File: src/include/irs_pkg.sv
// Package with register map, field positions, reset values and watchdog counts
package irs_pkg;
    // Register offsets on the plain register port
    localparam logic [7:0] ADDR_REQ_CTRL  = 8'h00;
    localparam logic [7:0] ADDR_RST_STAT  = 8'h01;
    localparam logic [7:0] ADDR_SYS_OPT   = 8'h02;

    // Request status and control fields
    localparam int REQ_POL_BIT    = 5;
    localparam int REQ_PE_BIT     = 4;
    localparam int REQ_FLAG_BIT   = 3;
    localparam int REQ_ACK_BIT    = 2;
    localparam int REQ_IE_BIT     = 1;
    localparam int REQ_MODE_BIT   = 0;

    // Reset status fields
    localparam int RST_POR_BIT    = 7;
    localparam int RST_PIN_BIT    = 6;
    localparam int RST_WDOG_BIT   = 5;
    localparam int RST_ILLEGAL_OPCODE_FLAG_BIT   = 4;
    localparam int RST_CLKGEN_BIT = 2;
    localparam int RST_LV_BIT     = 1;

    // System options fields
    localparam int OPT_WDOG_EN_BIT  = 7;
    localparam int OPT_WDOG_PER_BIT = 6;
    localparam int OPT_STOP_EN_BIT  = 5;

    // Reset values
    localparam logic       REQ_POL_RST    = 1'b0;
    localparam logic       REQ_PE_RST     = 1'b0;
    localparam logic       REQ_IE_RST     = 1'b0;
    localparam logic       REQ_MODE_RST   = 1'b0;
    localparam logic       WDOG_EN_RST    = 1'b1;
    localparam logic       WDOG_PER_RST   = 1'b1;
    localparam logic       STOP_EN_RST    = 1'b0;
    localparam logic       PIN_PREV_RST   = 1'b1;

    // Watchdog timeout lengths in bus clock cycles
    localparam int         WDOG_SHORT_LOG2 = 13;
    localparam int         WDOG_LONG_LOG2  = 18;
    localparam logic [18:0] WDOG_SHORT_CYCLES = 19'h02000;
    localparam logic [18:0] WDOG_LONG_CYCLES  = 19'h40000;
endpackage

File: src/logic/irs_top.sv
// System configuration registers: request pin detector, reset status and write-once options
//
// Local design decisions: the address map and the strobed register port.
`timescale 1ns/1ps
module irs_top (
    // Clock and reset
    input  wire logic        ref_clk_in,
    input  wire logic        resetn_in,
    // Register port
    input  wire logic [7:0]  addr_in,
    input  wire logic [7:0]  wdata_in,
    input  wire logic        wr_in,
    input  wire logic        rd_in,
    output logic      [7:0]  rdata_out,
    // External request pin
    input  wire logic        request_pin_in,
    output logic             pullup_en_out,
    output logic             pulldown_en_out,
    output logic             request_irq_out,
    // Reset causes, held stable by the reset controller across reset release
    input  wire logic        por_cause_in,
    input  wire logic        pin_cause_in,
    input  wire logic        wdog_cause_in,
    input  wire logic        illegal_opcode_flag_cause_in,
    input  wire logic        clkgen_cause_in,
    input  wire logic        lv_cause_in,
    input  wire logic        debug_force_cause_in,
    // Instruction decode
    input  wire logic        stop_instr_in,
    input  wire logic        background_instr_in,
    input  wire logic        background_mode_enable_in,
    output logic             illegal_opcode_reset_out,
    // Watchdog control
    output logic             watchdog_restart_out,
    output logic             watchdog_enable_out,
    output logic      [18:0] watchdog_period_out
);

    // Reset synchroniser
    logic       rst_meta_q;
    logic       rst_sync_q;
    logic       rstn;

    // Register state
    logic       pol_q;
    logic       pe_q;
    logic       flag_q;
    logic       flag_d;
    logic       ie_q;
    logic       mode_q;
    logic       pin_prev_q;
    logic [7:0] rst_stat_q;
    logic       capture_q;
    logic       wdog_en_q;
    logic       wdog_per_q;
    logic       stop_en_q;
    logic       opt_locked_q;
    logic [7:0] rdata_q;
    logic       restart_q;

    // Decode
    logic       wr_req;
    logic       wr_rst;
    logic       wr_opt;
    logic       pin_asserted;
    logic       prev_asserted;
    logic       edge_seen;
    logic       event_seen;
    logic       ack;

    always_ff @(posedge ref_clk_in or negedge resetn_in) begin
        if (!resetn_in) begin
            rst_meta_q <= 1'b0;
            rst_sync_q <= 1'b0;
        end else begin
            rst_meta_q <= 1'b1;
            rst_sync_q <= rst_meta_q;
        end
    end

    assign rstn = rst_sync_q;

    assign wr_req = wr_in && (addr_in == irs_pkg::ADDR_REQ_CTRL);
    assign wr_rst = wr_in && (addr_in == irs_pkg::ADDR_RST_STAT);
    assign wr_opt = wr_in && (addr_in == irs_pkg::ADDR_SYS_OPT);

    // Request control bits
    always_ff @(posedge ref_clk_in or negedge rstn) begin
        if (!rstn) begin
            pol_q  <= irs_pkg::REQ_POL_RST;
            pe_q   <= irs_pkg::REQ_PE_RST;
            ie_q   <= irs_pkg::REQ_IE_RST;
            mode_q <= irs_pkg::REQ_MODE_RST;
        end else if (wr_req) begin
            pol_q  <= wdata_in[irs_pkg::REQ_POL_BIT];
            pe_q   <= wdata_in[irs_pkg::REQ_PE_BIT];
            ie_q   <= wdata_in[irs_pkg::REQ_IE_BIT];
            mode_q <= wdata_in[irs_pkg::REQ_MODE_BIT];
        end
    end

    // Event detection on the request pin
    assign pin_asserted  = (request_pin_in == pol_q);
    assign prev_asserted = (pin_prev_q == pol_q);
    assign edge_seen     = pin_asserted && !prev_asserted;
    assign event_seen    = pe_q && (edge_seen || (mode_q && pin_asserted));
    assign ack           = wr_req && wdata_in[irs_pkg::REQ_ACK_BIT];

    always_comb begin
        flag_d = flag_q;
        if (ack) begin
            flag_d = 1'b0;
        end
        if (event_seen) begin
            flag_d = 1'b1;
        end
    end

    always_ff @(posedge ref_clk_in or negedge rstn) begin
        if (!rstn) begin
            flag_q     <= 1'b0;
            pin_prev_q <= irs_pkg::PIN_PREV_RST;
        end else begin
            flag_q     <= flag_d;
            pin_prev_q <= request_pin_in;
        end
    end

    assign request_irq_out = flag_q && ie_q;
    assign pullup_en_out   = pe_q && !pol_q;
    assign pulldown_en_out = pe_q && pol_q;

    // Reset status is captured once after reset release
    always_ff @(posedge ref_clk_in or negedge rstn) begin
        if (!rstn) begin
            capture_q <= 1'b1;
        end else begin
            capture_q <= 1'b0;
        end
    end

    // Kept without reset so that a low-voltage reset leaves the power-on flag alone
    always_ff @(posedge ref_clk_in) begin
        if (capture_q) begin
            if (debug_force_cause_in) begin
                rst_stat_q <= 8'h00;
            end else if (por_cause_in) begin
                rst_stat_q <= 8'h00;
                rst_stat_q[irs_pkg::RST_POR_BIT] <= 1'b1;
                rst_stat_q[irs_pkg::RST_LV_BIT]  <= 1'b1;
            end else if (lv_cause_in) begin
                rst_stat_q[6:0] <= 7'h00;
                rst_stat_q[irs_pkg::RST_LV_BIT] <= 1'b1;
            end else begin
                rst_stat_q <= 8'h00;
                rst_stat_q[irs_pkg::RST_PIN_BIT]    <= pin_cause_in;
                rst_stat_q[irs_pkg::RST_WDOG_BIT]   <= wdog_cause_in;
                rst_stat_q[irs_pkg::RST_ILLEGAL_OPCODE_FLAG_BIT]   <= illegal_opcode_flag_cause_in;
                rst_stat_q[irs_pkg::RST_CLKGEN_BIT] <= clkgen_cause_in;
            end
        end
    end

    // Any write to the status address restarts the watchdog
    always_ff @(posedge ref_clk_in or negedge rstn) begin
        if (!rstn) begin
            restart_q <= 1'b0;
        end else begin
            restart_q <= wr_rst;
        end
    end

    assign watchdog_restart_out = restart_q;

    // Write-once system options
    always_ff @(posedge ref_clk_in or negedge rstn) begin
        if (!rstn) begin
            wdog_en_q    <= irs_pkg::WDOG_EN_RST;
            wdog_per_q   <= irs_pkg::WDOG_PER_RST;
            stop_en_q    <= irs_pkg::STOP_EN_RST;
            opt_locked_q <= 1'b0;
        end else if (wr_opt && !opt_locked_q) begin
            wdog_en_q    <= wdata_in[irs_pkg::OPT_WDOG_EN_BIT];
            wdog_per_q   <= wdata_in[irs_pkg::OPT_WDOG_PER_BIT];
            stop_en_q    <= wdata_in[irs_pkg::OPT_STOP_EN_BIT];
            opt_locked_q <= 1'b1;
        end
    end

    assign watchdog_enable_out = wdog_en_q;
    assign watchdog_period_out = wdog_per_q ? irs_pkg::WDOG_LONG_CYCLES
                                            : irs_pkg::WDOG_SHORT_CYCLES;

    assign illegal_opcode_reset_out = (stop_instr_in && !stop_en_q) ||
                                      (background_instr_in && !background_mode_enable_in);

    // Read data, one cycle after the read strobe
    always_ff @(posedge ref_clk_in or negedge rstn) begin
        if (!rstn) begin
            rdata_q <= 8'h00;
        end else if (rd_in) begin
            case (addr_in)
                irs_pkg::ADDR_REQ_CTRL: begin
                    rdata_q <= {2'b00, pol_q, pe_q, flag_q, 1'b0, ie_q, mode_q};
                end
                irs_pkg::ADDR_RST_STAT: begin
                    rdata_q <= {rst_stat_q[7:4], 1'b0, rst_stat_q[2:1], 1'b0};
                end
                irs_pkg::ADDR_SYS_OPT: begin
                    rdata_q <= {wdog_en_q, wdog_per_q, stop_en_q, 5'h00};
                end
                default: begin
                    rdata_q <= 8'h00;
                end
            endcase
        end else begin
            rdata_q <= 8'h00;
        end
    end

    assign rdata_out = rdata_q;

endmodule // irs_top
File: config.mk
export PLATFORM = sky130hd
export DESIGN_NAME = irs_top
export DESIGN_NICKNAME = d
export VERILOG_FILES = /design/src/include/irs_pkg.sv /design/src/logic/irs_top.sv
export SDC_FILE = /design/constraint.sdc
export NUM_CORES = 1
export LEC_CHECK = 0
export ABC_AREA = 1
export BUFFER_PORTS_ARGS = -buffer_cell sky130_fd_sc_hd__buf_2
export CORE_MARGIN = 2
export CORE_UTILIZATION = 50
export CTS_BUF_LIST = sky130_fd_sc_hd__clkbuf_8
export DETAILED_ROUTE_END_ITERATION = 8
export PLACE_DENSITY = 0.94
export SETUP_SLACK_MARGIN = 0.1
export SLEW_MARGIN = 0
export SYNTH_ARGS = -nofsm -noshare
export SYNTH_HDL_FRONTEND = slang
export SYNTH_SLANG_ARGS = --single-unit
export TNS_END_PERCENT = 30
File: constraint.sdc
create_clock -name ref_clk_in -period 2.6 [get_ports ref_clk_in]
set_clock_uncertainty 0.2 [all_clocks]
set_input_delay 0.52 -clock ref_clk_in [delete_from_list [all_inputs] [get_ports ref_clk_in]]
set_output_delay 0.52 -clock ref_clk_in [all_outputs]
set_load 0.01 [all_outputs]
* After elaboration in Yosys (flattened, before gate mapping)
Index checks and enable logic that the tools add are counted.
** Storage, ports and cells
- Register bits :: 28
- Bits in latches :: 0
- Bits in writable memories :: 0
- Bits in read-only memories :: 0
- Bits of input ports :: 31
- Memories kept :: 0
** Cells by class
- $add $sub $neg :: 0
- Multiply operators :: 0
- Divide/modulo/power cells :: 0
- Magnitude comparators :: 0
- Equal/unequal tests :: 5
- Shift-type cells :: 0
- Mux-type cells :: 8
- Bitwise gates (word level) :: 0
- Reductions and logical operators :: 24
** Operator list (count)
- $pmux 8 s3 :: 1
- $mux 19 :: 1
- $mux 8 :: 2
- $logic_and 1x1->1 :: 13
- $eq 8x1->1 const B :: 1
- $eq 8x2->1 const B :: 1
- $logic_not 8->1 :: 1
- $mux 7 :: 1
- $logic_not 1->1 :: 5
- $mux 1 :: 3
- $ne 3x2->1 const B :: 1
- $reduce_or 3->1 :: 1
- $eq 1x1->1 :: 2
- $logic_or 1x1->1 :: 2
- $reduce_and 2->1 :: 1
- $reduce_bool 2->1 :: 1

* Depth between registers and ports, before layout
- Depth in word-level cells :: 6
- Gate-level depth with buffers :: 7
- Gate-level depth less buffers :: 7

* Worst setup path after synthesis
OpenSTA, ideal clock, no wires.
- Path kind :: in2out
- From :: input stop_instr_in
- To :: output illegal_opcode_reset_out
- Arrival :: 0.765 ns
- Data required time :: 1.880 ns
- Path slack :: 1.115 ns
- Cell stages on the path :: 2
- Cells stage by stage :: inv_1 o22ai_1
** On the way
- Longest elaborated chain between the ends :: 2
** RTL lines
- from (decl) :: line irs_top.sv:29 : input wire logic stop_instr_in,
- $logic_and 1x1->1 :: line irs_top.sv:194 : assign illegal_opcode_reset_out = (stop_instr_in && !stop_en_q) ||
- $logic_or 1x1->1 :: line irs_top.sv:194
- to (decl) :: line irs_top.sv:32 : output logic illegal_opcode_reset_out,
No other way between the ends.

* Worst setup path after layout
- From :: register wdog_per_q
- To :: output watchdog_period_out[13]
** On the way
- Longest elaborated chain between the ends :: 1
** RTL lines
- from (decl) :: line irs_top.sv:55 : logic wdog_per_q;
- from (signal assigned) :: line irs_top.sv:179 : wdog_per_q <= irs_pkg::WDOG_PER_RST;
- from (signal assigned) :: line irs_top.sv:184 : wdog_per_q <= wdata_in[irs_pkg::OPT_WDOG_PER_BIT];
- $mux 19 :: line irs_top.sv:191 : assign watchdog_period_out = wdog_per_q ? irs_pkg::WDOG_LONG_CYCLES
- to (decl) :: line irs_top.sv:36 : output logic [18:0] watchdog_period_out
No other way between the ends.

==> load_flow_metrics.sql <==
INSERT INTO impl_metrics (metric_group, metric, value, unit) VALUES
('status', 'status', 'complete, no violations', ''),
('cts', 'clock_path_buffers', '2', ''),
('sta', 'slew_headroom', '48.13', '%'),
('cells_and_area', 'area.sequential', '735.7', 'sq um'),
('grt', 'grt_util_all_layers', '16.33', '%'),
('cells_and_area', 'antenna_cells_inserted', '0', ''),
('die', 'fp-row-count', '19', ''),
('drt', 'drt_first_iter_violations', '27', ''),
('drt', 'ant_nets', '0', ''),
('sta', 'post-route-period-util', '66.92', '%'),
('worst_hold_path', 'min_path_type', 'reg -> async', ''),
('cts', 'h_tree_level_count', '1', ''),
('place', 'placement.io_buffers', '45', ''),
('worst_setup_path', 'setup.worst_path.start_class', 'flip-flop', ''),
('cts', 'cts_sinks', '28', ''),
('worst_setup_path', 'timing.reg2reg.worst_path_depth', '2', ''),
('sta', 'timing.final.setup_violations', '0', ''),
('cells_and_area', 'final_layout_size_suffix_gt1_share', '33.17', '%'),
('worst_setup_path', 'worstPathMaxFanout', '4', ''),
('grt', 'grt_overflow_total', '0', ''),
('worst_setup_path', 'critPathArrivalTime', '1020', 'ps'),
('place', 'numPlacedInstances', '228', ''),
('power', 'power_density', '486.8', 'nW/um^2'),
('power', 'leakagePower', '0.9520', 'nW'),
('sta', 'setup_total_negative_slack', '0', 'ps'),
('drt', 'wl_per_cell', '10.53', 'um'),
('cells_and_area', 'final.fill_count', '220', ''),
('cts', 'clk_transition_reported_paths', '90', 'ps'),
('worst_setup_path', 'critPathRequiredTime', '1880', 'ps'),
('cts', 'tritoncts', 'yes', ''),
('cells_and_area', 'number_of_flip_flops_in_the_largest_register', '8', ''),
('synth', 'yosysSeqAreaShare', '51.90', '%'),
('cells_and_area', 'final_nets', '234', ''),
('drt', 'remaining_drc_errors', '0', ''),
('die', 'initial_utilization', '51.85', '%'),
('cells_and_area', 'design_area', '1670', 'sq um'),
('place', 'post_dp_cell_area', '1605', 'sq um'),
('cells_and_area', 'multi_input_area', '515.5', 'sq um'),
('synth', 'avgSynthCellArea', '9.205', 'sq um'),
('synth', 'netlist_instances', '154', ''),
('synth', 'yosys_warnings', '0', ''),
('die', 'io-pin-count', '64', ''),
('place', 'gp_routability_congestion', '0.8559', ''),
('place', 'dp_hpwl', '1.975', 'mm'),
('cells_and_area', 'post_layout_nonfiller_instances', '233', ''),
('grt', 'antenna_found_initial', '0', ''),
('cts', 'clock_tree.root_cell', 'clkbuf_8', ''),
('grt', 'grt_pass1_vias', '1006', ''),
('synth', 'postSynthRegisterBits', '28', ''),
('sta', 'period_needed', '1740', 'ps'),
('sta', 'worstMarginPinSlew', '778.0', 'ps'),
('sta', 'report.final.slew_viol_count', '0', ''),
('drt', 'viasPerCell', '4.554', ''),
('worst_setup_path', 'rrSetupSlack', '1370', 'ps'),
('power', 'power.ir.vdd_worst', '0.3815', 'mV'),
('grt', 'largest_net_degree_at_the_start_of_global_routing', '21', ''),
('drt', 'vias', '1061', ''),
('die', 'core', '2734', 'sq um'),
('sta', 'clock.fmax', '574.7', 'MHz'),
('worst_setup_path', 'path_class', 'reg -> out', ''),
('worst_setup_path', 'capturing_element_type_of_the_critical_path', 'output pin', ''),
('die', 'die_area', '3277', 'sq um'),
('grt', 'grt_first_pass_wirelength', '4.146', 'mm'),
('cts', 'worstSkewPairLatency', '270', 'ps'),
('sta', 'layout_setup_ws', '860.0', 'ps'),
('synth', 'synth.lib_cells_used.distinct', '25', ''),
('place', 'pre_cts_slack', '980.8', 'ps'),
('drt', 'routed_wirelength', '2.453', 'mm'),
('drt', 'first_pass_iters', '4', ''),
('sta', 'setup_repair_after_global_routing_missed_its_margin', 'false', ''),
('cts', 'cts_made_buffers', '3', ''),
('cells_and_area', 'area.growth.synth_to_final', '17.83', '%'),
('job', 'max_cap_violations', '0', ''),
('die', 'fp.dieW', '57.25', 'um'),
('synth', 'synth_area', '1418', 'sq um'),
('sta', 'finalHoldViolations', '0', ''),
('cells_and_area', 'final_core_utilization', '61.10', '%'),
('die', 'die_h', '57.25', 'um');
## cells in the mapped netlist, drive strengths merged
library cell / instances / area share, %
o22ai: 1 / 0.44
nor3b: 1 / 0.88
inv: 24 / 6.4
o31ai: 2 / 1.1
nor2: 20 / 8.9
conb: 2 / 0.53
nand2: 32 / 9.7
nand3b: 1 / 0.53
buf: 19 / 9.9
edfxtp: 6 / 13
o2111ai: 1 / 0.62
dfrtp: 18 / 32
nor4: 1 / 0.44
a21oi: 6 / 2.1
dfstp: 4 / 7.4
nand4: 3 / 1.3
nand3: 13 / 5.3
## cell type report
class	instances	area share, %
Sequential cell	28	44.05
Timing Repair Buffer	46	14.08
Multi-Input combinational cell	100	30.86
Inverter	24	5.393
Clock buffer	4	3.296
Tap cell	31	2.322
## kinds of logic after synthesis
family,after synthesis,share of synthesized area (%)
compound gates,10,4.237
other cells,2,0.5298
buf+inv,43,16.24
flops,28,51.90
simple gates,71,27.10
## critical path, stage by stage, from the launching register on
cell,delay [ps]
dfstp_2,560
inv_1,50
buf_2,130
## through the flow
step	hold slack (ps)	total power, mW
after detailed placement	105.3	0.5577
after CTS	150.8	0.8176
after floorplan	24.41	0.5390
after global placement	105.8	0.5552
after global routing	157.0	0.8483
final	126.9	0.8131
## final timing paths
kind	from	to
setup reg to reg	capture_q	rst_stat_q[7]
hold / removal	rst_sync_q	ie_q
max in group asynchronous	rst_sync_q	rdata_out[4]
min in group ref_clk_in	request_pin_in	pin_prev_q
setup / recovery	wdog_per_q	watchdog_period_out[13]
hold reg to reg	rst_sync_q	ie_q
## per-layer routing
layer	global-route usage [%]	part of all wire [%]
met1	19.31	40
met2	28.90	51
met3	4.535	7.9
met4	4.983	1.2
met5	0	0
## cell usage in the layout, fill, tap and decap left out, types with 4 or more instances in the layout
| master | synthesis | routed |
|---|---|---|
| buf_2 | 1 | 45 |
| nand2_1 | 29 | 29 |
| inv_1 | 23 | 23 |
| conb_1 | 2 | 19 |
| dfrtp_1 | 18 | 18 |
| nor2_1 | 13 | 13 |
| nand3_1 | 11 | 11 |
| a21oi_1 | 6 | 6 |
| edfxtp_1 | 6 | 6 |
| nor2_4 | 4 | 4 |
| dfstp_2 | 4 | 4 |
| clkbuf_8 | 0 | 4 |
## repair_timing
item,in CTS,in global routing
endpoints found under the hold margin,2,0
resized for setup,0,0
hold buffers,1,0
buffers inserted,0,0
## report_power, final
| part | total [mW] | internal, mW | switching (mW) |
|---|---|---|---|
| combinational | 0.0795 | 0.0301 | 0.0493 |
| sequential | 0.470 | 0.459 | 0.0112 |
| clock | 0.264 | 0.136 | 0.128 |
| total | 0.813 | 0.625 | 0.188 |
No activity file was read; power rests on OpenSTA's default activity.
